`src/verilog/snc_params.svh`:
```
// Purpose: Constants of the sequence-number-set codec.
// Assumes: Included by bare name from the encoder and the parser.
// Notes: Offsets, limits and widths only; no logic here.
`ifndef SNC_PARAMS_SVH
`define SNC_PARAMS_SVH
// Most bits one set may describe
`define SNC_MAX_BITS 32'h0000_0100
// Rounding term for the bitmap word count
`define SNC_ROUND_UP 10'h01F
// Smallest legal base number
`define SNC_BASE_MIN 64'h0000_0000_0000_0001
// Top bit index of the bitmap store
`define SNC_BMP_TOP 8'hFF
// Width of the zero tail behind the first bitmap word
`define SNC_TAIL_W 224
`endif

```
`src/verilog/snc_pkg.sv`:
```
// Purpose: Types shared by both ends of the set codec.
// Assumes: Nothing beyond the constants header.
// Notes: Element kinds and state codes of both ends.
`default_nettype none
package snc_pkg;
  // Element kind carried by one message
  typedef enum logic [1:0] {
    SNC_K_SEQSET = 2'h0,
    SNC_K_FRAGSET = 2'h1,
    SNC_K_TIME = 2'h2
  } snc_kind_t;

  // Parser states, named by the word expected next
  typedef enum logic [2:0] {
    SNC_P_HEAD = 3'h0,
    SNC_P_LO = 3'h1,
    SNC_P_NBITS = 3'h2,
    SNC_P_BMP = 3'h3,
    SNC_P_TFRAC = 3'h4,
    SNC_P_SKIP = 3'h5
  } snc_pstate_t;

  // Encoder states, named by the word on the link
  typedef enum logic [2:0] {
    SNC_E_IDLE = 3'h0,
    SNC_E_HI = 3'h1,
    SNC_E_LO = 3'h2,
    SNC_E_NBITS = 3'h3,
    SNC_E_BMP = 3'h4,
    SNC_E_SEC = 3'h5,
    SNC_E_FRAC = 3'h6
  } snc_estate_t;
endpackage : snc_pkg
`default_nettype wire
```
`src/verilog/snc_link_if.sv`:
```
// Purpose: Word link between encoder and parser.
// Assumes: Both ends share clk; words are 32-bit payload units.
// Notes: last marks the final word of a message.
`timescale 1ns/1ps
`default_nettype none
interface snc_link_if;
  // Payload word, big end first
  logic [31:0] word;
  // Word present
  logic valid;
  // Receiver takes the word
  logic ready;
  // Final word of the message
  logic last;
  modport tx (output word, output valid, output last, input ready);
  modport rx (input word, input valid, input last, output ready);
endinterface : snc_link_if
`default_nettype wire

```
`src/verilog/snc_parser.sv`:
```
// Purpose: Parses one set or timestamp element per message.
// Assumes: Message end comes only from the link's last flag.
// Notes: A two-entry buffer absorbs words while out_ready is low.
`timescale 1ns/1ps
`default_nettype none
`include "snc_params.svh"
module snc_parser (
  // Clock and reset
  input wire logic clk,
  input wire logic rst_n,
  // Link from the encoder
  snc_link_if.rx lnk,
  // Element kind expected in each message
  input wire snc_pkg::snc_kind_t el_kind,
  // Receiver stall: low holds words in the buffer
  input wire logic out_ready,
  // Parsed set
  output logic set_valid,
  output logic set_is_frag,
  output logic [63:0] set_base_number,
  output logic [8:0] significant_bit_count,
  output logic [255:0] set_bitmap,
  output logic malformed,
  // Parsed timestamp, 32.32 signed fixed point
  output logic time_valid,
  output logic [63:0] time_value,
  // Membership query
  input wire logic q_valid,
  input wire logic [63:0] q_number,
  output logic q_done,
  output logic q_member
);
  // Whole parser state
  typedef struct packed {
    snc_pkg::snc_pstate_t st;
    snc_pkg::snc_kind_t kind;
    logic [1:0][32:0] mem;
    logic wp;
    logic rp;
    logic [1:0] cnt;
    logic [63:0] base;
    logic [8:0] nbits;
    logic [3:0] widx;
    logic [255:0] bmp;
    logic [31:0] sec;
    logic [31:0] frac;
    logic frag_o;
    logic [63:0] base_o;
    logic [8:0] nbits_o;
    logic [255:0] bmp_o;
    logic setv;
    logic bad;
    logic timev;
    logic qd;
    logic qm;
  } snc_par_t;

  snc_par_t q;
  snc_par_t d;
  // Buffer handshakes
  logic push;
  logic pop;
  // Word at the buffer head
  logic [31:0] w;
  logic lst;
  // Per-word decisions
  logic done_now;
  logic bad_now;
  logic base_ok;
  snc_pkg::snc_pstate_t nx;
  // Bitmap word count and query terms
  logic [9:0] nsum;
  logic [63:0] qoff;
  logic in_lo;

  // Buffer accepts while a slot is free
  assign lnk.ready = (q.cnt != 2'h2);

  // Next state of the parser
  always_comb begin
    d = q;
    d.setv = 1'b0;
    d.bad = 1'b0;
    d.timev = 1'b0;
    d.qd = 1'b0;
    done_now = 1'b0;
    bad_now = 1'b0;
    nx = q.st;
    // Two-entry buffer in the word path
    push = lnk.valid && (q.cnt != 2'h2);
    pop = (q.cnt != 2'h0) && out_ready;
    w = q.mem[q.rp][31:0];
    lst = q.mem[q.rp][32];
    if (push) begin
      d.mem[q.wp] = {lnk.last, lnk.word};
      d.wp = ~q.wp;
    end
    if (pop) begin
      d.rp = ~q.rp;
    end
    d.cnt = q.cnt + {1'b0, push} - {1'b0, pop};
    nsum = 10'(q.nbits) + `SNC_ROUND_UP;
    if (q.kind == snc_pkg::SNC_K_FRAGSET) begin
      base_ok = (q.base[31:0] != 32'h0000_0000);
    end else begin
      base_ok = ($signed(q.base) >= $signed(`SNC_BASE_MIN));
    end
    if (pop) begin
      case (q.st)
        snc_pkg::SNC_P_HEAD: begin
          d.kind = el_kind;
          if (el_kind == snc_pkg::SNC_K_TIME) begin
            d.sec = w;
            nx = snc_pkg::SNC_P_TFRAC;
          end else if (el_kind == snc_pkg::SNC_K_SEQSET) begin
            d.base = {w, 32'h0000_0000};
            nx = snc_pkg::SNC_P_LO;
          end else begin
            d.base = {32'h0000_0000, w};
            nx = snc_pkg::SNC_P_NBITS;
          end
        end
        snc_pkg::SNC_P_LO: begin
          d.base = {q.base[63:32], w};
          nx = snc_pkg::SNC_P_NBITS;
        end
        snc_pkg::SNC_P_NBITS: begin
          d.nbits = w[8:0];
          d.bmp = '0;
          d.widx = 4'h0;
          if (w > `SNC_MAX_BITS || !base_ok) begin
            bad_now = 1'b1;
          end else if (w == 32'h0000_0000) begin
            done_now = 1'b1;
          end else begin
            nx = snc_pkg::SNC_P_BMP;
          end
        end
        // word k lands at top minus 32k
        snc_pkg::SNC_P_BMP: begin
          d.bmp = q.bmp | ({w, `SNC_TAIL_W'(0)} >> {q.widx, 5'h00});
          d.widx = q.widx + 4'h1;
          if (q.widx + 4'h1 == nsum[8:5]) begin
            done_now = 1'b1;
          end
        end
        snc_pkg::SNC_P_TFRAC: begin
          d.frac = w;
          done_now = 1'b1;
        end
        snc_pkg::SNC_P_SKIP: begin
          if (lst) begin
            nx = snc_pkg::SNC_P_HEAD;
          end
        end
        default: begin
          nx = snc_pkg::SNC_P_HEAD;
        end
      endcase
      if (bad_now) begin
        d.bad = 1'b1;
        d.st = lst ? snc_pkg::SNC_P_HEAD : snc_pkg::SNC_P_SKIP;
      end else if (done_now) begin
        if (q.kind == snc_pkg::SNC_K_TIME) begin
          d.timev = 1'b1;
        end else begin
          d.setv = 1'b1;
          d.frag_o = (q.kind == snc_pkg::SNC_K_FRAGSET);
          d.base_o = q.base;
          d.nbits_o = d.nbits;
          d.bmp_o = d.bmp;
        end
        d.st = lst ? snc_pkg::SNC_P_HEAD : snc_pkg::SNC_P_SKIP;
      end else if (lst && q.st != snc_pkg::SNC_P_SKIP) begin
        // message ends before its last word
        // At the head the new kind decides, later the stored one
        if (q.st == snc_pkg::SNC_P_HEAD) begin
          d.bad = (el_kind != snc_pkg::SNC_K_TIME);
        end else begin
          d.bad = (q.kind != snc_pkg::SNC_K_TIME);
        end
        d.st = snc_pkg::SNC_P_HEAD;
      end else begin
        d.st = nx;
      end
    end
    qoff = q_number - q.base_o;
    if (q.frag_o) begin
      in_lo = (q_number[31:0] >= q.base_o[31:0]) &&
        (q_number[63:32] == 32'h0000_0000);
    end else begin
      in_lo = ($signed(q_number) >= $signed(q.base_o));
    end
    if (q_valid) begin
      d.qd = 1'b1;
      d.qm = in_lo && (qoff < 64'(q.nbits_o)) &&
        q.bmp_o[`SNC_BMP_TOP - qoff[7:0]];
    end
  end

  // State register
  always_ff @(posedge clk) begin
    if (!rst_n) begin
      q <= '0;
    end else begin
      q <= d;
    end
  end

  // published set up to 256 bits
  assign set_valid = q.setv;
  assign set_is_frag = q.frag_o;
  assign set_base_number = q.base_o;
  assign significant_bit_count = q.nbits_o;
  assign set_bitmap = q.bmp_o;
  assign malformed = q.bad;
  assign time_valid = q.timev;
  assign time_value = {q.sec, q.frac};
  assign q_done = q.qd;
  assign q_member = q.qm;
endmodule : snc_parser
`default_nettype wire

```
`src/flat_wrapper.sv`:
```
// flat-port wrapper written by rule: the top's interface ports become plain ports
module snc_parser_flat 
  (clk, rst_n, el_kind, out_ready, set_valid, set_is_frag, set_base_number, significant_bit_count, set_bitmap, malformed, time_valid, time_value, q_valid, q_number, q_done, q_member, lnk_word, lnk_valid, lnk_last, lnk_ready);
  snc_link_if lnk_i ();
  input wire logic clk;
  input wire logic rst_n;
  input wire snc_pkg::snc_kind_t el_kind;
  input wire logic out_ready;
  output logic set_valid;
  output logic set_is_frag;
  output logic [63:0] set_base_number;
  output logic [8:0] significant_bit_count;
  output logic [255:0] set_bitmap;
  output logic malformed;
  output logic time_valid;
  output logic [63:0] time_value;
  input wire logic q_valid;
  input wire logic [63:0] q_number;
  output logic q_done;
  output logic q_member;
  input wire logic [$bits(lnk_i.word)-1:0] lnk_word;
  input wire logic [$bits(lnk_i.valid)-1:0] lnk_valid;
  input wire logic [$bits(lnk_i.last)-1:0] lnk_last;
  output wire logic [$bits(lnk_i.ready)-1:0] lnk_ready;
  assign lnk_i.word = lnk_word;
  assign lnk_i.valid = lnk_valid;
  assign lnk_i.last = lnk_last;
  assign lnk_ready = lnk_i.ready;
  snc_parser u_core (.clk(clk), .rst_n(rst_n), .lnk(lnk_i), .el_kind(el_kind), .out_ready(out_ready), .set_valid(set_valid), .set_is_frag(set_is_frag), .set_base_number(set_base_number), .significant_bit_count(significant_bit_count), .set_bitmap(set_bitmap), .malformed(malformed), .time_valid(time_valid), .time_value(time_value), .q_valid(q_valid), .q_number(q_number), .q_done(q_done), .q_member(q_member));
endmodule
```
`config.mk`:
```
export PLATFORM = sky130hd
export DESIGN_NAME = snc_parser_flat
export DESIGN_NICKNAME = d
export VERILOG_FILES = /design/src/verilog/snc_pkg.sv /design/src/verilog/snc_link_if.sv /design/src/verilog/snc_parser.sv /design/src/flat_wrapper.sv
export VERILOG_INCLUDE_DIRS = /design/src /design/src/verilog
export SDC_FILE = /design/constraint.sdc
export NUM_CORES = 2
export LEC_CHECK = 0
export ABC_AREA = 0
export BUFFER_PORTS_ARGS = -buffer_cell sky130_fd_sc_hd__buf_2
export CAP_MARGIN = 5
export CORE_MARGIN = 5
export CORE_UTILIZATION = 59
export DETAILED_ROUTE_END_ITERATION = 16
export PLACE_DENSITY = 0.81
export SLEW_MARGIN = 15
export SYNTH_ARGS = -nofsm -noshare
export SYNTH_HDL_FRONTEND = slang
export SYNTH_SLANG_ARGS = --single-unit
```
`constraint.sdc`:
```
create_clock -name clk -period 5.73 [get_ports clk]
set_input_delay 1.146 -clock clk [delete_from_list [all_inputs] [get_ports clk]]
set_output_delay 1.146 -clock clk [all_outputs]
set_load 0.05 [all_outputs]
```
==> flow_summary.yaml <==
floorplanning:
  rows: 99
  initial_core_util: 0.592
  die_w_um: 280
  pin_count: 504
  core_area_sq_um: 72600
  die_area_sq_um: 78400
  die_y_um: 280
cells_and_area:
  final_common_cell: "nand2_1"
  n_fill_cell: 6055
  layout.cells.non_filler: 5786
  drive_gt1_frac: 0.178
  final_area_sq_um: 46000
  layout_common_cells: "nand2_1 (992), dfxtp_1 (806), o211a_1 (587)"
  fin_nets: 4930
  syn_to_final_growth_pct: 6.88
power_and_ir_drop:
  switchingPower_uw: 5740
  seqPwrFrac: 0.408
  power.internal_uw: 11200
  switching_share: 0.339
  clkPwrFrac: 0.338
  pwr_density_cell_nw_per_um2: 369
  pwr-share-comb: 0.253
  ir_drop_v: 0.000270
  p_leak_uw: 0.0240
synthesis:
  synth.ff_latch_count: 807
  avgSynthCellArea_sq_um: 8.82
  seq_area_frac_synth: 0.376
  syn_nets: 5057
  async_reset_ff_frac: 0
  netlist_area_sq_um: 43000
  ys_types: 87
  yosys_warnings: 0
  synth_edf_count: 0
  synthFlopType: "dfxtp_1"
  synth_cells: 4877
routing:
  vias_per_cell: 6.59
  antenna_left: 0
  initialDrtViolationCount: 5142
  drc: 0
  dr.pass1.iters: 6
  vias: 38100
  wire_per_inst_um: 25.7
  wl_um: 149000
placement:
  post-place-cells: 5623
  post-place-ws_ps: -76.4
  io_buffers: 503
  dpl.hpwl_um: 104000
  dpl_cell_area_sq_um: 43000
  place_congestion: 0.999
clock_network:
  ctsHoldBuffers: 0
  clk_pin_slew_ps: 60
  clockBufferDepth: 3
  ctsResizeCount: 0
  cts_inserted_buffers: 84
  htreeDepth: 3
  cts_root_buf: "clkbuf_16"
  insertion_delay_ps: 650
  clkSinkCount: 807
  cts_setup_buffers: 0
  cts_tree: "built"
worst_setup_path:
  setup.worst_path.start_class: "primary input"
  worst_path_largest_cell_delay_ps: 690
  slowest_stage: "nor4_1"
  crit_chain: "buf_2, inv_1, ha_4, inv_1, fa_4, and3_1, or3_1, nand2_1, mux2i_1, mux4_2, and3_1, or3_1, or4_1, nor4_1, nand4_1, nand2_1"
  path_buf_inv: 3
  arrival_ps: 5860
  crit_family: "simple AND/OR/NAND/NOR gates"
  path_max_fanout: 10
  cp_data_required_time_ps: 6290
  critPathKind: "primary input to flip-flop"
  cp-end-kind: "flip-flop"
timing:
  max_freq_mhz: 189
  worst_clock_skew_ps: 44.5
  tightestPinTransition_ps: 1360
  relSlewSlack: 0.0916
  finalSetupViolCount: 0
  final_max_slew_viol_count: 0
  grt_setup_unrepaired: "no"
  period_share: 0.925
  min_period_ps: 5300
  fin_ws_ps: 428
  finalSetupTns_ps: 0
  hold_viol: 0
  fin_hold_ws_ps: 465
flow_run:
  drv_cap: 0
grt:
  grt_pass1_vias: 35000
  antenna_found_initial: 7
  grt-ovfl-total: 0
  grt_pass1_wl_um: 218000
  grt_max_degree: 261
  grt.total_usage: 0.357
min_path:
  min_path_type: "flip-flop to flip-flop"
outcome:
  status: "finished, final reports clean"
==> cell usage after synthesis, drive strengths merged (6+ instances only) <==
master | number | area [sq um]
nand2 | 996 | 3740
dfxtp | 807 | 16200
o211a | 588 | 5890
buf | 476 | 3400
clkbuf | 316 | 1200
a22oi | 261 | 1960
a21oi | 169 | 846
a21boi | 150 | 1130
inv | 96 | 360
nor3 | 96 | 480
nor2 | 82 | 308
nor2b | 77 | 482
ha | 75 | 938
o21ai | 72 | 360
mux4 | 65 | 1460
nor4 | 48 | 300
mux2i | 46 | 460
nand4 | 46 | 288
mux2 | 34 | 383
nand3 | 34 | 170
a21o | 25 | 188
xnor2 | 25 | 219
and3 | 24 | 155
o211ai | 24 | 180
o21a | 24 | 180
and2 | 19 | 120
or3 | 19 | 119
a211oi | 17 | 133
xor2 | 17 | 149
nand2b | 14 | 87.6
a2111oi | 10 | 87.6
o21bai | 10 | 75.1
o31ai | 8 | 60.1
o2111ai | 7 | 61.3
or2 | 7 | 43.8
or4 | 7 | 52.6
o221ai | 6 | 52.6
==> registers in the layout (all words and copies together) (netlist names) <==
register                      flops
u_core.significant_bit_count      9
u_core.q_member                   1
u_core.malformed                  1
u_core.q_done                     1
u_core.set_is_frag                1
u_core.set_bitmap               256
u_core.time_valid                 1
u_core.q                        408
u_core.time_value                64
u_core.set_base_number           64
u_core.set_valid                  1
==> power by group through the flow <==
stage / Combinational (uW) / Clock [uW] / Sequential [uW]
after floorplan: 3290 / 0 / 6800
after global placement: 4070 / 0 / 6960
after detailed placement: 4170 / 0 / 7010
after CTS: 4210 / 5760 / 6890
after global routing: 4590 / 6000 / 6990
final: 4300 / 5740 / 6930
==> final cells by class <==
cell class,count,area (sq um),share of cell area
Multi-Input combinational cell,3181,22000,0.479
Antenna cell,8,20.0,0.000436
Tap cell,959,1200,0.0261
Clock buffer,125,2510,0.0546
Clock inverter,30,420,0.00915
Timing Repair Buffer,579,3290,0.0715
Inverter,97,372,0.00809
Sequential cell,807,16200,0.352
==> logic make-up after synthesis <==
logic type	synth area share
and+or+nand+nor	0.153
AOI/OAI and AO/OA	0.272
buffers and inverters	0.115
DFF	0.376
muxes	0.0537
adders and majority gates	0.0223
xor gates and xnor gates	0.00855
==> final timing paths <==
kind / from / cells after the start / slack (ps) / to
hold / removal: u_core.q[682] / 2 / 460 / u_core.set_base_number[14]
setup / recovery: q_number[0] / 16 / 430 / u_core.q_member
hold reg to reg: u_core.q[682] / 2 / 460 / u_core.set_base_number[14]
setup reg to reg: u_core.set_base_number[1] / 13 / 560 / u_core.q_member
==> metal layers <==
| metal | GRT usage | part of all wire | up-vias |
|---|---|---|---|
| li1 | - | - | 17000 |
| met1 | 0.466 | 0.38 | 18500 |
| met2 | 0.549 | 0.44 | 2226 |
| met3 | 0.0711 | 0.10 | 444 |
| met4 | 0.217 | 0.072 | 2 |
| met5 | 0 | 0.00011 | - |
==> through the flow <==
stage	util	power, uW
6_report	0.633	17000
5_1_grt	0.633	17600
4_1_cts	0.633	16900
3_5_place_dp	0.593	11200
3_3_place_gp	0.593	11000
2_1_floorplan	-	10100
==> worst reg2reg max path, cell delays in order (launching register included) <==
cell and delay, ps:
dfxtp_1 520, inv_1 180, fa_4 580, and3_1 220, or3_1 380, nand2_1 430
mux2i_1 160, mux4_2 540, and3_1 260, or3_1 340, or4_1 510, nor4_1 690
nand4_1 170, nand2_1 100
Note: power is estimated with default switching activity, not from simulation.
